<file path="src/uss_pkg.sv">
package uss_pkg;

   // =======================================================
   // Widths
   localparam int unsigned STAGE_W   = 8;
   localparam int unsigned APB_AW    = 8;
   localparam int unsigned APB_DW    = 32;
   localparam int unsigned SYNC_W    = 15;
   localparam int unsigned CAP_DEPTH = 8;

   // =======================================================
   // Mode select encoding, {mode_sel_1, mode_sel_0}
   typedef enum logic [1:0]
   {
      USS_HOLD  = 2'h0,
      USS_SHR   = 2'h1,
      USS_SHL   = 2'h2,
      USS_LOAD  = 2'h3
   } uss_mode_t;

   // =======================================================
   // Register offsets (byte addresses)
   localparam logic [APB_AW-1:0] OFS_CTRL   = 8'h00;
   localparam logic [APB_AW-1:0] OFS_STATUS = 8'h04;
   localparam logic [APB_AW-1:0] OFS_DATA   = 8'h08;
   localparam logic [APB_AW-1:0] OFS_PINS   = 8'h0c;

   // =======================================================
   // Field positions
   localparam int unsigned CTRL_CAP_EN_BIT   = 0;
   localparam int unsigned STAT_EMPTY_BIT    = 8;
   localparam int unsigned STAT_FULL_BIT     = 9;
   localparam int unsigned STAT_OVF_BIT      = 10;
   localparam int unsigned DATA_VALID_BIT    = 8;
   localparam int unsigned PINS_OE_BIT       = 4;

   // =======================================================
   // Reset values
   localparam logic [STAGE_W-1:0] STAGE_RST  = 8'h00;
   localparam logic               CAP_EN_RST = 1'b0;
   localparam logic [SYNC_W-1:0]  SYNC_RST   = 15'h0000;

endpackage

</file>
<file path="src/uss_fifo_if.sv">
`timescale 1ns/100ps
interface uss_fifo_if #(parameter int unsigned WIDTH = 8);
   logic             in_valid;
   logic             in_ready;
   logic [WIDTH-1:0] in_data;
   logic             out_valid;
   logic             out_ready;
   logic [WIDTH-1:0] out_data;

   // Top fills and drains; the store holds
   modport client
   (
      output in_valid, in_data, out_ready,
      input  in_ready, out_valid, out_data
   );
   modport store
   (
      input  in_valid, in_data, out_ready,
      output in_ready, out_valid, out_data
   );
endinterface

</file>
<file path="src/uss_fifo.sv">
`timescale 1ns/100ps
module uss_fifo
#(
   parameter int unsigned WIDTH = 8,
   parameter int unsigned DEPTH = 8
)
(
   // Clock and reset
   input wire logic    clock,
   input wire logic    rst_n,
   // Data path
   uss_fifo_if.store   port
);
   localparam int unsigned AW = $clog2(DEPTH);

   if (DEPTH < 2 || (1 << AW) != DEPTH || $bits(port.in_data) != WIDTH)
   begin : g_bad
      $error("uss_fifo: depth must be a power of two and width must match");
   end

   logic [WIDTH-1:0] mem_reg [DEPTH];
   logic [AW-1:0]    wr_ptr_reg;
   logic [AW-1:0]    rd_ptr_reg;
   logic [AW:0]      count_reg;
   logic [AW:0]      count_next;
   wire              push = port.in_valid & port.in_ready;
   wire              pop  = port.out_valid & port.out_ready;

   assign port.in_ready  = (count_reg != (AW+1)'(DEPTH));
   assign port.out_valid = (count_reg != '0);
   // Read word comes straight from the storage flops
   assign port.out_data  = mem_reg[rd_ptr_reg];
   assign count_next     = count_reg + (AW+1)'(push) - (AW+1)'(pop);

   always_ff @(posedge clock)
   begin
      if (push)
      begin
         mem_reg[wr_ptr_reg] <= port.in_data;
      end
   end

   always_ff @(posedge clock or negedge rst_n)
   begin
      if (!rst_n)
      begin
         wr_ptr_reg <= '0;
         rd_ptr_reg <= '0;
         count_reg  <= '0;
      end
      else
      begin
         wr_ptr_reg <= wr_ptr_reg + AW'(push);
         rd_ptr_reg <= rd_ptr_reg + AW'(pop);
         count_reg  <= count_next;
      end
   end
endmodule

</file>
<file path="src/uss_top.sv">
`timescale 1ns/100ps
module uss_top
   import uss_pkg::*;
(
   // Clock and reset
   input  wire logic                   CLOCK,
   input  wire logic                   RST_N,
   // APB slave
   input  wire logic                   PSEL,
   input  wire logic                   PENABLE,
   input  wire logic                   PWRITE,
   input  wire logic [uss_pkg::APB_AW-1:0]  PADDR,
   input  wire logic [uss_pkg::APB_DW-1:0]  PWDATA,
   output logic      [uss_pkg::APB_DW-1:0]  PRDATA,
   output logic                        PREADY,
   output logic                        PSLVERR,
   // Register pins
   input  wire logic                   SHIFT_CLOCK,
   input  wire logic                   MASTER_RESET_N,
   input  wire logic                   MODE_SEL_0,
   input  wire logic                   MODE_SEL_1,
   input  wire logic                   RIGHT_SERIAL_IN,
   input  wire logic                   LEFT_SERIAL_IN,
   input  wire logic                   OUT_EN_A_N,
   input  wire logic                   OUT_EN_B_N,
   // Shared parallel bus
   input  wire logic [uss_pkg::STAGE_W-1:0] PARALLEL_BUS_IN,
   output logic      [uss_pkg::STAGE_W-1:0] PARALLEL_BUS_OUT,
   output logic                        PARALLEL_BUS_OE,
   // Cascade taps
   output logic                        FIRST_STAGE_OUT,
   output logic                        LAST_STAGE_OUT
);
   import uss_pkg::*;

   // =======================================================
   // Pin synchronisers
   // Every register and bus pin except MASTER_RESET_N goes through the same two stages so the sampled
   // mode, serial and bus levels line up with the clock edge.
   logic [SYNC_W-1:0] sync1_reg;
   logic [SYNC_W-1:0] sync2_reg;
   logic              shclk_prev_reg;
   wire  [SYNC_W-1:0] pin_raw = {SHIFT_CLOCK, MODE_SEL_1, MODE_SEL_0, RIGHT_SERIAL_IN,
                                 LEFT_SERIAL_IN, OUT_EN_A_N, OUT_EN_B_N, PARALLEL_BUS_IN};

   always_ff @(posedge CLOCK or negedge RST_N)
   begin
      if (!RST_N)
      begin
         sync1_reg      <= SYNC_RST;
         sync2_reg      <= SYNC_RST;
         shclk_prev_reg <= 1'b0;
      end
      else
      begin
         sync1_reg      <= pin_raw;
         sync2_reg      <= sync1_reg;
         shclk_prev_reg <= sync2_reg[14];
      end
   end

   wire               shclk_s = sync2_reg[14];
   wire uss_mode_t    mode_s  = uss_mode_t'(sync2_reg[13:12]);
   wire               rsi_s   = sync2_reg[11];
   wire               lsi_s   = sync2_reg[10];
   wire               oea_n_s = sync2_reg[9];
   wire               oeb_n_s = sync2_reg[8];
   wire [STAGE_W-1:0] bus_s   = sync2_reg[7:0];
   wire               shift_edge = shclk_s & ~shclk_prev_reg;

   // =======================================================
   // Stage register
   // Master reset clears at once but lets go only after two clock
   // edges, so the stage flops never see a release near an edge; the
   // pin must still be glitch-free since it clears without the clock.
   logic [STAGE_W-1:0] stage_reg;
   logic [STAGE_W-1:0] stage_next;
   logic [STAGE_W-1:0] stage_op;
   logic               bus_oe_reg;
   logic               mr_sync1_reg;
   logic               mr_sync2_reg;
   wire                mr_raw_n    = RST_N & MASTER_RESET_N;
   wire                stage_rst_n = mr_sync2_reg;

   always_ff @(posedge CLOCK or negedge mr_raw_n)
   begin
      if (!mr_raw_n)
      begin
         mr_sync1_reg <= 1'b0;
         mr_sync2_reg <= 1'b0;
      end
      else
      begin
         mr_sync1_reg <= 1'b1;
         mr_sync2_reg <= mr_sync1_reg;
      end
   end

   always_comb
   begin
      unique case (mode_s)
         USS_HOLD: stage_op = stage_reg;
         USS_SHR:  stage_op = {stage_reg[STAGE_W-2:0], rsi_s};
         USS_SHL:  stage_op = {lsi_s, stage_reg[STAGE_W-1:1]};
         USS_LOAD: stage_op = bus_s;
      endcase
   end

   assign stage_next = shift_edge ? stage_op : stage_reg;

   always_ff @(posedge CLOCK or negedge stage_rst_n)
   begin
      if (!stage_rst_n)
      begin
         stage_reg <= STAGE_RST;
      end
      else
      begin
         stage_reg <= stage_next;
      end
   end

   // =======================================================
   // Bus buffers and taps
   // Buffers never gate the stage logic, only the pin drive.
   wire bus_oe_next = ~oea_n_s & ~oeb_n_s & (mode_s != USS_LOAD);

   always_ff @(posedge CLOCK or negedge RST_N)
   begin
      if (!RST_N)
      begin
         bus_oe_reg <= 1'b0;
      end
      else
      begin
         bus_oe_reg <= bus_oe_next;
      end
   end

   assign PARALLEL_BUS_OUT = stage_reg;
   assign PARALLEL_BUS_OE  = bus_oe_reg;
   assign FIRST_STAGE_OUT  = stage_reg[0];
   assign LAST_STAGE_OUT   = stage_reg[STAGE_W-1];

   // =======================================================
   // Capture path into the FIFO
   // A pending word waits here while the FIFO is full; a further edge
   // in that time is dropped and flagged rather than stalling the pins.
   uss_fifo_if #(.WIDTH(STAGE_W)) cap_if ();

   logic               cap_en_reg;
   logic               pend_valid_reg;
   logic [STAGE_W-1:0] pend_data_reg;
   logic               ovf_reg;
   wire                cap_evt    = shift_edge & cap_en_reg & (mode_s != USS_HOLD);
   wire                pend_free  = ~pend_valid_reg | cap_if.in_ready;
   wire                pend_valid_next = cap_evt | (pend_valid_reg & ~cap_if.in_ready);
   wire [STAGE_W-1:0]  pend_data_next  = (cap_evt & pend_free) ? stage_op : pend_data_reg;
   wire                ovf_set    = cap_evt & ~pend_free;

   assign cap_if.in_valid = pend_valid_reg;
   assign cap_if.in_data  = pend_data_reg;

   uss_fifo #(.WIDTH(STAGE_W), .DEPTH(CAP_DEPTH)) u_fifo
   (
      .clock (CLOCK),
      .rst_n (RST_N),
      .port  (cap_if.store)
   );

   // =======================================================
   // APB decode
   wire                 setup_ph  = PSEL & ~PENABLE;
   wire                 access_ph = PSEL & PENABLE;
   wire                 hit_ctrl  = (PADDR == OFS_CTRL);
   wire                 hit_stat  = (PADDR == OFS_STATUS);
   wire                 hit_data  = (PADDR == OFS_DATA);
   wire                 hit_pins  = (PADDR == OFS_PINS);
   wire                 hit_any   = hit_ctrl | hit_stat | hit_data | hit_pins;
   wire                 wr_ctrl   = access_ph & PWRITE & hit_ctrl;
   wire                 wr_stat   = access_ph & PWRITE & hit_stat;
   wire                 ovf_clr   = wr_stat & PWDATA[STAT_OVF_BIT];
   wire                 ovf_next  = ovf_set | (ovf_reg & ~ovf_clr);
   wire [APB_DW-1:0]    rd_ctrl   = {31'h0, cap_en_reg};
   wire [APB_DW-1:0]    rd_stat   = {21'h0, ovf_reg, ~cap_if.in_ready,
                                     ~cap_if.out_valid, stage_reg};
   wire [APB_DW-1:0]    rd_data   = {23'h0, cap_if.out_valid, cap_if.out_data};
   wire [APB_DW-1:0]    rd_pins   = {27'h0, bus_oe_reg, oea_n_s, oeb_n_s, mode_s};
   wire [APB_DW-1:0]    rd_mux    = hit_ctrl ? rd_ctrl :
                                    hit_stat ? rd_stat :
                                    hit_data ? rd_data :
                                    hit_pins ? rd_pins : 32'h0000_0000;
   logic [APB_DW-1:0]   prdata_reg;

   // Read word is latched in setup; the pop lands on the access edge
   assign cap_if.out_ready = access_ph & ~PWRITE & hit_data;
   assign PREADY  = 1'b1;
   assign PSLVERR = access_ph & ~hit_any;
   assign PRDATA  = prdata_reg;

   always_ff @(posedge CLOCK or negedge RST_N)
   begin
      if (!RST_N)
      begin
         cap_en_reg     <= CAP_EN_RST;
         pend_valid_reg <= 1'b0;
         pend_data_reg  <= STAGE_RST;
         ovf_reg        <= 1'b0;
         prdata_reg     <= 32'h0000_0000;
      end
      else
      begin
         if (wr_ctrl)
         begin
            cap_en_reg <= PWDATA[CTRL_CAP_EN_BIT];
         end
         if (setup_ph)
         begin
            prdata_reg <= rd_mux;
         end
         pend_valid_reg <= pend_valid_next;
         pend_data_reg  <= pend_data_next;
         ovf_reg        <= ovf_next;
      end
   end
endmodule
</file>
<file path="config.mk">
export PLATFORM = sky130hd
export DESIGN_NAME = uss_top
export DESIGN_NICKNAME = d
export VERILOG_FILES = /design/src/uss_pkg.sv /design/src/uss_fifo_if.sv /design/src/uss_fifo.sv /design/src/uss_top.sv
export SDC_FILE = /design/constraint.sdc
export NUM_CORES = 1
export LEC_CHECK = 0
export CAP_MARGIN = 20
export CELL_PAD_IN_SITES_DETAIL_PLACEMENT = 0
export CELL_PAD_IN_SITES_GLOBAL_PLACEMENT = 1
export CORE_MARGIN = 2
export CORE_UTILIZATION = 25
export DETAILED_ROUTE_END_ITERATION = 7
export DONT_BUFFER_PORTS = 1
export MAX_ROUTING_LAYER = met4
export PLACE_DENSITY_LB_ADDON = 0.1
export SETUP_SLACK_MARGIN = 0.3
export SKIP_LAST_GASP = 1
export SLEW_MARGIN = 20
export SYNTH_ARGS = -nofsm -noshare
export SYNTH_HDL_FRONTEND = slang
export SYNTH_SLANG_ARGS = --single-unit
</file>
<file path="constraint.sdc">
create_clock -name CLOCK -period 1.6 [get_ports CLOCK]
set_clock_uncertainty 0.05 [all_clocks]
set_input_delay 0.4 -clock CLOCK [delete_from_list [all_inputs] [get_ports CLOCK]]
set_output_delay 0.4 -clock CLOCK [all_outputs]
set_load 0.02 [all_outputs]
</file>
### Word-level counts from Yosys, hierarchy flattened

Memories as Yosys holds them, arrays and structs flattened.
Index checks and enable logic that the tools add are counted.

* bits in registers: 95
* bits in writable memories: 64
* bits of input ports: 61
* logic and storage cells: 77
* memories kept: 1

* add/subtract/negate cells: 4
* eq/ne operators: 8
* muxes and demuxes: 7
* bitwise logic cells: 38
* reduce and logical (&&, ||, !) cells: 4

Memories
* u_fifo.mem_reg: depth 8, bits a word 8, rd ports 1, clocked after memory_dff 0, write ports 1, RTL line uss_fifo.sv:21 `logic [WIDTH-1:0] mem_reg [DEPTH];`

Operators with widths (count)
* $pmux W8 S4: 1
* $mux W11: 2
* $and A1 B1 Y1: 21
* $eq A8 B4 Y1 const B: 2
* $not A1 Y1: 11
* $mux W9: 1
* $eq A8 B3 Y1 const B: 1
* $logic_not A8 Y1: 1
* $add A3 B1 Y3: 2
* $or A1 B1 Y1: 6
* $mux W5: 1
* $add A4 B1 Y4: 1
* $eq A2 B2 Y1 const B: 2
* $ne A4 B4 Y1 const B: 1
* $reduce_bool A4 Y1: 1
* $sub A4 B1 Y4: 1
* $eq A2 B1 Y1 const B: 1
* $logic_not A2 Y1: 1
* $mux W1: 2
* $ne A2 B2 Y1 const B: 1
* $reduce_bool A2 Y1: 1

### Depth between registers and ports, before layout

Gate-level depths: netlist (run 1).

* depth in word-level cells: 7
* depth in mapped cells: 10
* gate-level depth less buffers: 10

### By module

A second synthesis (run 1) with hierarchy kept.

* cells, all modules: 324
* area total of the unflattened synthesis: 5672.9 um^2

By module, submodules not included
* uss_fifo: times used 1, cells each 146, area an instance 3032.9 um^2
* uss_top: times used 1, cells each 178, area an instance 2640.0 um^2

### Worst setup path before layout (run 1)

No wires, ideal clock.

* kind: input-to-reg
* from: in PADDR[1] in the netlist's numbering
* to: reg u_fifo.count_reg[3]
* library setup time: 0.079 ns
* arrival time: 2.611 ns
* data required time: 1.471 ns
* setup slack: -1.140 ns
* stages on the path: 9
* cells stage by stage: or4_4 > or3_4 > nor4b_4 > ha_1 > inv_1 > ha_1 > a21o_1 > a21oi_1 > xor2_1

* longest elaborated chain between the ends: 4

Ends and longest elaborated chain
* from (decl): RTL line uss_top.sv:12 `input wire logic [uss_pkg::APB_AW-1:0] PADDR,`
* $eq A8 B4 Y1: RTL line uss_top.sv:177 `wire hit_data = (PADDR == OFS_DATA);`
* $and A1 B1 Y1: RTL line uss_top.sv:196 `assign cap_if.out_ready = access_ph & ~PWRITE & hit_data;`
* $and A1 B1 Y1: RTL line uss_fifo.sv:27 `wire pop = port.out_valid & port.out_ready;`
* $sub A4 B1 Y4: RTL line uss_fifo.sv:33 `assign count_next = count_reg + (AW+1)'(push) - (AW+1)'(pop);`
* net u_fifo.count_next[3]: RTL line uss_fifo.sv:25 `logic [AW:0] count_next;`
* to (signal assigned): RTL line uss_fifo.sv:55 `count_reg <= count_next;`
* to (decl): RTL line uss_fifo.sv:24 `logic [AW:0] count_reg;`

The timed path passes the listed nets, and every way through them passes these cells.
A chain may end at the register's enable or synchronous reset.

### Worst setup path in the final report (run 1)

* from: in PADDR[4] in the netlist's numbering
* to: reg u_fifo.count_reg[1]

Same word-level chain as after synthesis.

==> qor.csv, run 1 <==
stage;metric;value;unit
status;status;finished with violations;
status;failing checks;hold timing, setup timing;
timing;max-slew violations;0;
worst_setup_path;Arr. time, crit path;2490;ps
synthesis;Mapped Cells;332;
worst_setup_path;reg2reg end;u_fifo.count_reg[3];
power_and_ir_drop;Tot Pwr;9.342;mW
synthesis;register area share after synthesis;0.6800;
place;global placer's final weighted congestion;0.7491;
timing;FMAX;444.5;MHz
worst_setup_path;critical path class;in2reg;
power_and_ir_drop;Power Internal;7.066;mW
routing;vias;3044;
finish;fin cells;725;
synthesis;Synth cell types;45;
floorplanning;Die Height;153.0;um
worst_setup_path;Worst setup SP type;primary input;
power_and_ir_drop;Power Density;1220;mW/mm2
routing;Via density;4.199;
finish;Layout fillers;2115;
worst_setup_path;reg-to-reg slack, setup;-390;ps
grt;global-route usage over all layers;0.1196;
worst_setup_path;CP max FO;2;
grt;gr ovfl total;0;
timing;PnR worst setup slack;-649.7;ps
place;Port Buf Inserts;0;
power_and_ir_drop;Clk pwr share;0.415;
floorplanning;Die Wd;153.0;um
synthesis;cell area after synthesis;0.005549;mm2
timing;Tmin final;2250;ps
cts;TritonCTS buffer count;17;
routing;routed len/inst;17.62;um
worst_setup_path;required time worst endpoint;1840;ps
cts;CTS tree;yes;
cts;clock slew at reported path FFs;60;ps
timing;Fin Hold WS;-374.6;ps
power_and_ir_drop;sequential share of power;0.446;
routing;DRT Pass-1 Iters;4;
routing;initial drt markers;116;
timing;Period Utilization, post-route;1.406;
routing;overall routed net length;12.78;mm
cts;H-tree depth;4;
power_and_ir_drop;maximum vdd drop;592.4;uV
floorplanning;CORE AREA;0.02182;mm2
worst_setup_path;CP Capture Point;u_fifo.count_reg[1];
worst_setup_path;crit path from;PADDR[4];
finish;layout cells sized above 1;0.4742;
power_and_ir_drop;combinational share of power;0.138;
grt;first-pass GRT wire length;19.97;mm
finish;Final Util;0.3509;
finish;antenna cells;0;
timing;unrepaired setup endpoints after global routing;yes;
worst_setup_path;nature of the critical path endpoint;flop;
floorplanning;Core Rows;54;
worst_setup_path;Reg2Reg Depth;11;
finish;Nets;503;
grt;largest net degree at the start of global routing;66;
cts;Skew-Pair Late Insertion Delay;410;ps
floorplanning;Ports;106;
routing;post-route ant nets;0;
worst_setup_path;R2R Path Start;u_fifo.count_reg[2];
synthesis;Syn. warnings;0;
cts;CTS Hold Bufs;17;
finish;max reg flops;64;
place;placed cells;657;
min_path;Hold Path Class;in2async;
place;Final HPWL DP;8.969;mm
timing;endpoints failing hold;64;
finish;area delta synth->final;38.02;%
power_and_ir_drop;LEAKAGE;3.040;nW
grt;initial antenna violation count;0;
synthesis;number of flops mapped to enable cells by yosys;64;
cts;Root Buffer;clkbuf_16;
synthesis;Avg Cell Area, Syn;16.71;um2
grt;vias in the first global route;3306;
power_and_ir_drop;sw frac;0.2436;
synthesis;synthesized flop and latch total;138;
timing;# setup viols final;91;
power_and_ir_drop;Sw Pwr;2.276;mW
synthesis;main flop type after synthesis;dfrtp_1;
cts;CTS sink cnt;138;
place;dpl ws;-1100;ps
routing;DRC Markers;0;
synthesis;FFs w/ async S/R, synth;0.5362;
floorplanning;die area;0.02340;mm2
floorplanning;Initial Util;0.2543;
cts;clk buf depth;2;
run;Max-cap violations;0;
-- metrics by stage --
step / setup TNS (ps) / instance area (um2)
2_1_floorplan: -8497 / 5856
3_3_place_gp: -13730 / 6544
3_5_place_dp: -14200 / 6544
4_1_cts: -11000 / 7604
5_1_grt: -15260 / 7659
6_report: -9451 / 7659
-- worst max-delay path: stages --
cell and delay [ps]:
or4_4 520, or3_4 360, nor4b_4 280, ha_2 320
inv_2 70, ha_4 130, fa_2 410
-- final cells by class --
cell class,count,area [um2],share of cell area
tap,280,350.3,0.04574
timing repair buffer,92,968.4,0.1264
clock inverter,9,85.08,0.01111
clock buffer,23,510.5,0.06666
multi-input combinational,176,1922,0.2509
sequential,138,3796,0.4957
inverter,7,26.28,0.003431
-- timing repair --
action | in CTS | in global routing
pin swaps | 10 | 6
buffers inserted | 15 | 4
gates resized for setup | 53 | 6
setup endpoints to repair | 127 | 127
hold endpoints to repair | 81 | 64
-- power by group through the flow --
stage          combinational [mW]  clock, mW  sequential, mW
6_report                     1.29       3.88            4.17
5_1_grt                      1.40       4.14            4.20
4_1_cts                      1.29       3.98            4.18
3_5_place_dp                 1.01          0            4.24
3_3_place_gp                 1.00          0            4.24
2_1_floorplan               0.645          0            4.26
-- worst min path at each step --
stage,start,end,depth (start not counted)
after floorplan,mr_sync2_reg,PARALLEL_BUS_OUT[0],0
after global placement,RST_N,sync1_reg[12],0
after detailed placement,RST_N,sync2_reg[12],0
after CTS,RST_N,sync1_reg[6],0
after global routing,RST_N,sync1_reg[10],0
final,RST_N,sync2_reg[6],0
-- routing by layer --
layer | global-route usage | routed length (um) | vias to the layer above
met4 | 0.04497 | 271 | 0
li1 | - | - | 1398
met1 | 0.1476 | 5710 | 1549
met2 | 0.1858 | 6235 | 76
met5 | - | 0 | -
met3 | 0.03629 | 559 | 21
-- synth_stat cells (4+ instances only) --
library cell / count / area, um2
a211oi_1: 5 / 37.54
a31oi_1: 5 / 31.28
and2_1: 12 / 75.07
buf_4: 24 / 180.2
clkbuf_1: 4 / 15.01
dfrtp_1: 74 / 1852
edfxtp_1: 64 / 1922
ha_1: 9 / 112.6
inv_1: 6 / 22.52
mux2_2: 18 / 202.7
mux2i_1: 5 / 50.05
mux4_2: 23 / 518.0
nand2_1: 10 / 37.54
nand2b_1: 5 / 31.28
nor2_1: 11 / 41.29
nor2b_1: 6 / 37.54
o21ai_1: 4 / 20.02
o31ai_1: 5 / 37.54
xor2_1: 4 / 35.03
-- logic make-up (layout without fill, tap and decap cells) --
group / after synthesis / in the layout / share of synthesized area
xor gates and xnor gates: 5 / 5 / 0.007891
AOI/OAI and AO/OA: 33 / 33 / 0.04104
adders and majority gates: 10 / 10 / 0.02390
buffers and inverters: 39 / 131 / 0.04329
and+or+nand+nor: 58 / 58 / 0.06156
DFF: 138 / 138 / 0.6800
muxes: 47 / 47 / 0.1409
other: 2 / 23 / 0.001353
-- placed cells by master (no fill, tap or decap), types with 4 or more instances in the layout --
cell	Yosys	layout
dfrtp_1	74	56
buf_4	24	45
nor2b_1	6	6
and2_4	0	6
nand2b_1	5	5
a211oi_2	0	4
buf_12	0	14
and2_1	12	6
mux2_4	0	11
inv_1	6	4
dlygate4sd3_1	0	17
clkbuf_16	0	19
buf_6	0	16
ha_4	0	5
dfrtp_2	0	18
mux2i_1	5	5
a31oi_1	5	5
mux2_2	18	8
nor2_4	0	7
o31ai_1	5	4
xor2_1	4	4
conb_1	2	23
o21ai_1	4	6
edfxtp_1	64	64
clkinv_2	0	4
nand2_1	10	7
mux4_2	23	23
No activity file was read; power rests on OpenSTA's default activity.
==> run 2, diff against run 1 <==
Settings changed: GPL_TIMING_DRIVEN set to 0, TNS_END_PERCENT set to 1.
==> run 2 against run 1 <==
Against the previous run: the flow still finishes with violations (hold timing, setup timing); sequential share of layout area rose by 5.2 points; hold slack improved by 7.5 ps; critical path depth did not move; setup slack got worse by 86 ps; non-clock buffer count fell by 36; utilization fell by 3.5 points; first-iteration DRC count fell by 27%; cell count fell by 5.0%; die area did not move; via count fell by 6.7%; critical endpoint unchanged; largest cell class unchanged.
==> qor.csv, run 2 (synthesized netlist as in run 1, its figures left out) <==
stage;metric;value;unit
routing;DRC Markers;0;
timing;PnR worst setup slack;-735.6;ps
power_and_ir_drop;Tot Pwr;9.111;mW
power_and_ir_drop;maximum vdd drop;682.3;uV
cts;clock slew at reported path FFs;60;ps
worst_setup_path;CP max FO;2;
grt;initial antenna violation count;0;
floorplanning;die area;0.02340;mm2
finish;most frequent cells in the layout;dfrtp_1 (74), edfxtp_1 (64), buf_4 (32);
timing;endpoints failing hold;64;
cts;CTS Hold Bufs;17;
cts;H-tree depth;4;
status;failing checks;hold timing, setup timing;
worst_setup_path;critical path class;in2reg;
worst_setup_path;reg2reg end;PRDATA[3];
place;Final HPWL DP;8.922;mm
finish;antenna cells;0;
power_and_ir_drop;Sw Pwr;2.160;mW
power_and_ir_drop;sequential share of power;0.472;
finish;Layout fillers;2166;
timing;Fin Hold WS;-367.1;ps
power_and_ir_drop;combinational share of power;0.079;
timing;Max-slew headroom;0.2966;
min_path;Hold Path Class;in2async;
timing;max-slew violations;0;
worst_setup_path;nature of the critical path endpoint;flop;
finish;Final Util;0.3157;
grt;gr ovfl total;0;
finish;design area;0.006890;mm2
status;status;finished with violations;
power_and_ir_drop;Power Internal;6.951;mW
floorplanning;CORE AREA;0.02182;mm2
finish;fin cells;689;
timing;FMAX;428.1;MHz
finish;most common cell after layout, fill and taps aside;dfrtp_1;
cts;CTS sink cnt;138;
timing;unrepaired setup endpoints after global routing;yes;
routing;initial drt markers;85;
routing;routed len/inst;17.55;um
routing;vias;2841;
worst_setup_path;CP Cell Sequence;or4_4 -> or3_4 -> nor4b_4 -> ha_2 -> inv_2 -> ha_4 -> fa_2;
finish;max reg flops;64;
grt;first-pass GRT wire length;18.94;mm
cts;Skew-Pair Late Insertion Delay;410;ps
finish;area of the multi-input gates;0.001658;mm2
worst_setup_path;reg-to-reg slack, setup;-670;ps
run;Max-cap violations;0;
cts;CTS tree;yes;
routing;post-route ant nets;0;
worst_setup_path;R2R Path Start;u_fifo.rd_ptr_reg[1];
routing;Via density;4.123;
worst_setup_path;Arr. time, crit path;2570;ps
cts;clk buf depth;2;
power_and_ir_drop;LEAKAGE;2.800;nW
floorplanning;Ports;106;
cts;TritonCTS buffer count;17;
place;Port Buf Inserts;0;
worst_setup_path;Worst setup SP type;primary input;
floorplanning;Core Rows;54;
finish;FF+latch area;0.003774;mm2
timing;Period Utilization, post-route;1.460;
place;global placer's final weighted congestion;0.6966;
grt;global-route usage over all layers;0.1131;
power_and_ir_drop;sw frac;0.2371;
worst_setup_path;slowest stage delay, CP;520;ps
floorplanning;Die Wd;153.0;um
timing;worst slew pin tran;1045;ps
routing;DRT Pass-1 Iters;4;
place;placed cells;634;
worst_setup_path;critical path's slowest cell;or4_4;
finish;layout cells sized above 1;0.3032;
grt;vias in the first global route;3185;
timing;Tmin final;2336;ps
finish;Nets;467;
floorplanning;Initial Util;0.2543;
cts;Root Buffer;clkbuf_16;
power_and_ir_drop;Clk pwr share;0.449;
place;dpl cell area;0.006017;mm2
worst_setup_path;Reg2Reg Depth;5;
routing;overall routed net length;12.09;mm
power_and_ir_drop;Power Density;1322;mW/mm2
grt;largest net degree at the start of global routing;66;
finish;area delta synth->final;24.17;%
worst_setup_path;required time worst endpoint;1830;ps
timing;# setup viols final;101;
floorplanning;Die Height;153.0;um
[run 2: final cells by class]
type                            count  area share
Buffer                             32     0.03178
Clock buffer                       25     0.08280
Multi-Input combinational cell    176      0.2406
Tap cell                          280     0.05084
Sequential cell                   138      0.5477
Inverter                            7    0.003813
Timing Repair Buffer               24     0.03232
Clock inverter                      7     0.01017
[run 2: worst max-delay path by stage]
| stage | from | endpoint | slack [ps] | cells past startpoint |
|---|---|---|---|---|
| final | PADDR[1] | u_fifo.count_reg[1] | -740 | 7 |
| after global routing | PADDR[1] | u_fifo.count_reg[2] | -820 | 8 |
| after CTS | PADDR[1] | u_fifo.count_reg[1] | -790 | 7 |
| after detailed placement | PADDR[4] | u_fifo.count_reg[3] | -1490 | 9 |
| after global placement | PADDR[4] | u_fifo.count_reg[3] | -1460 | 9 |
| after floorplan | PADDR[4] | u_fifo.count_reg[1] | -1130 | 7 |
[run 2: routing by layer]
layer,GRT usage,vias up,routed length [um]
met5,-,-,0
met4,0.03968,0,82
met3,0.04083,5,740
met2,0.1839,67,6145
met1,0.1297,1446,5123
li1,-,1323,-
[run 2: critical path, delay by kind of cell]
kind / cells / cell delay [ps]
adder cells (fa/ha/maj): 3 / 870
buffers and inverters: 1 / 60
AND/OR/NAND/NOR: 3 / 1230
[run 2: stage by stage]
step	TNS, ps	setup slack (ps)
finish	-36970	-735.6
global route	-53710	-815.8
CTS	-44080	-789.5
detailed placement	-51080	-1489
global placement	-60410	-1456
floorplan	-13860	-1125
[run 2: what timing repair did]
item,CTS,global route
gates resized for setup,5,0
pin swaps,7,5
endpoints found under the hold margin,81,64
buffers inserted,5,1
endpoints found under the setup margin,127,128
[run 2: power by group through the flow]
stage	Clock [mW]	Combinational, mW	Sequential [mW]
floorplan	0	0.595	4.24
global placement	0	0.696	4.38
detailed placement	0	0.700	4.39
CTS	4.23	0.738	4.32
global route	4.38	0.804	4.36
finish	4.09	0.723	4.30
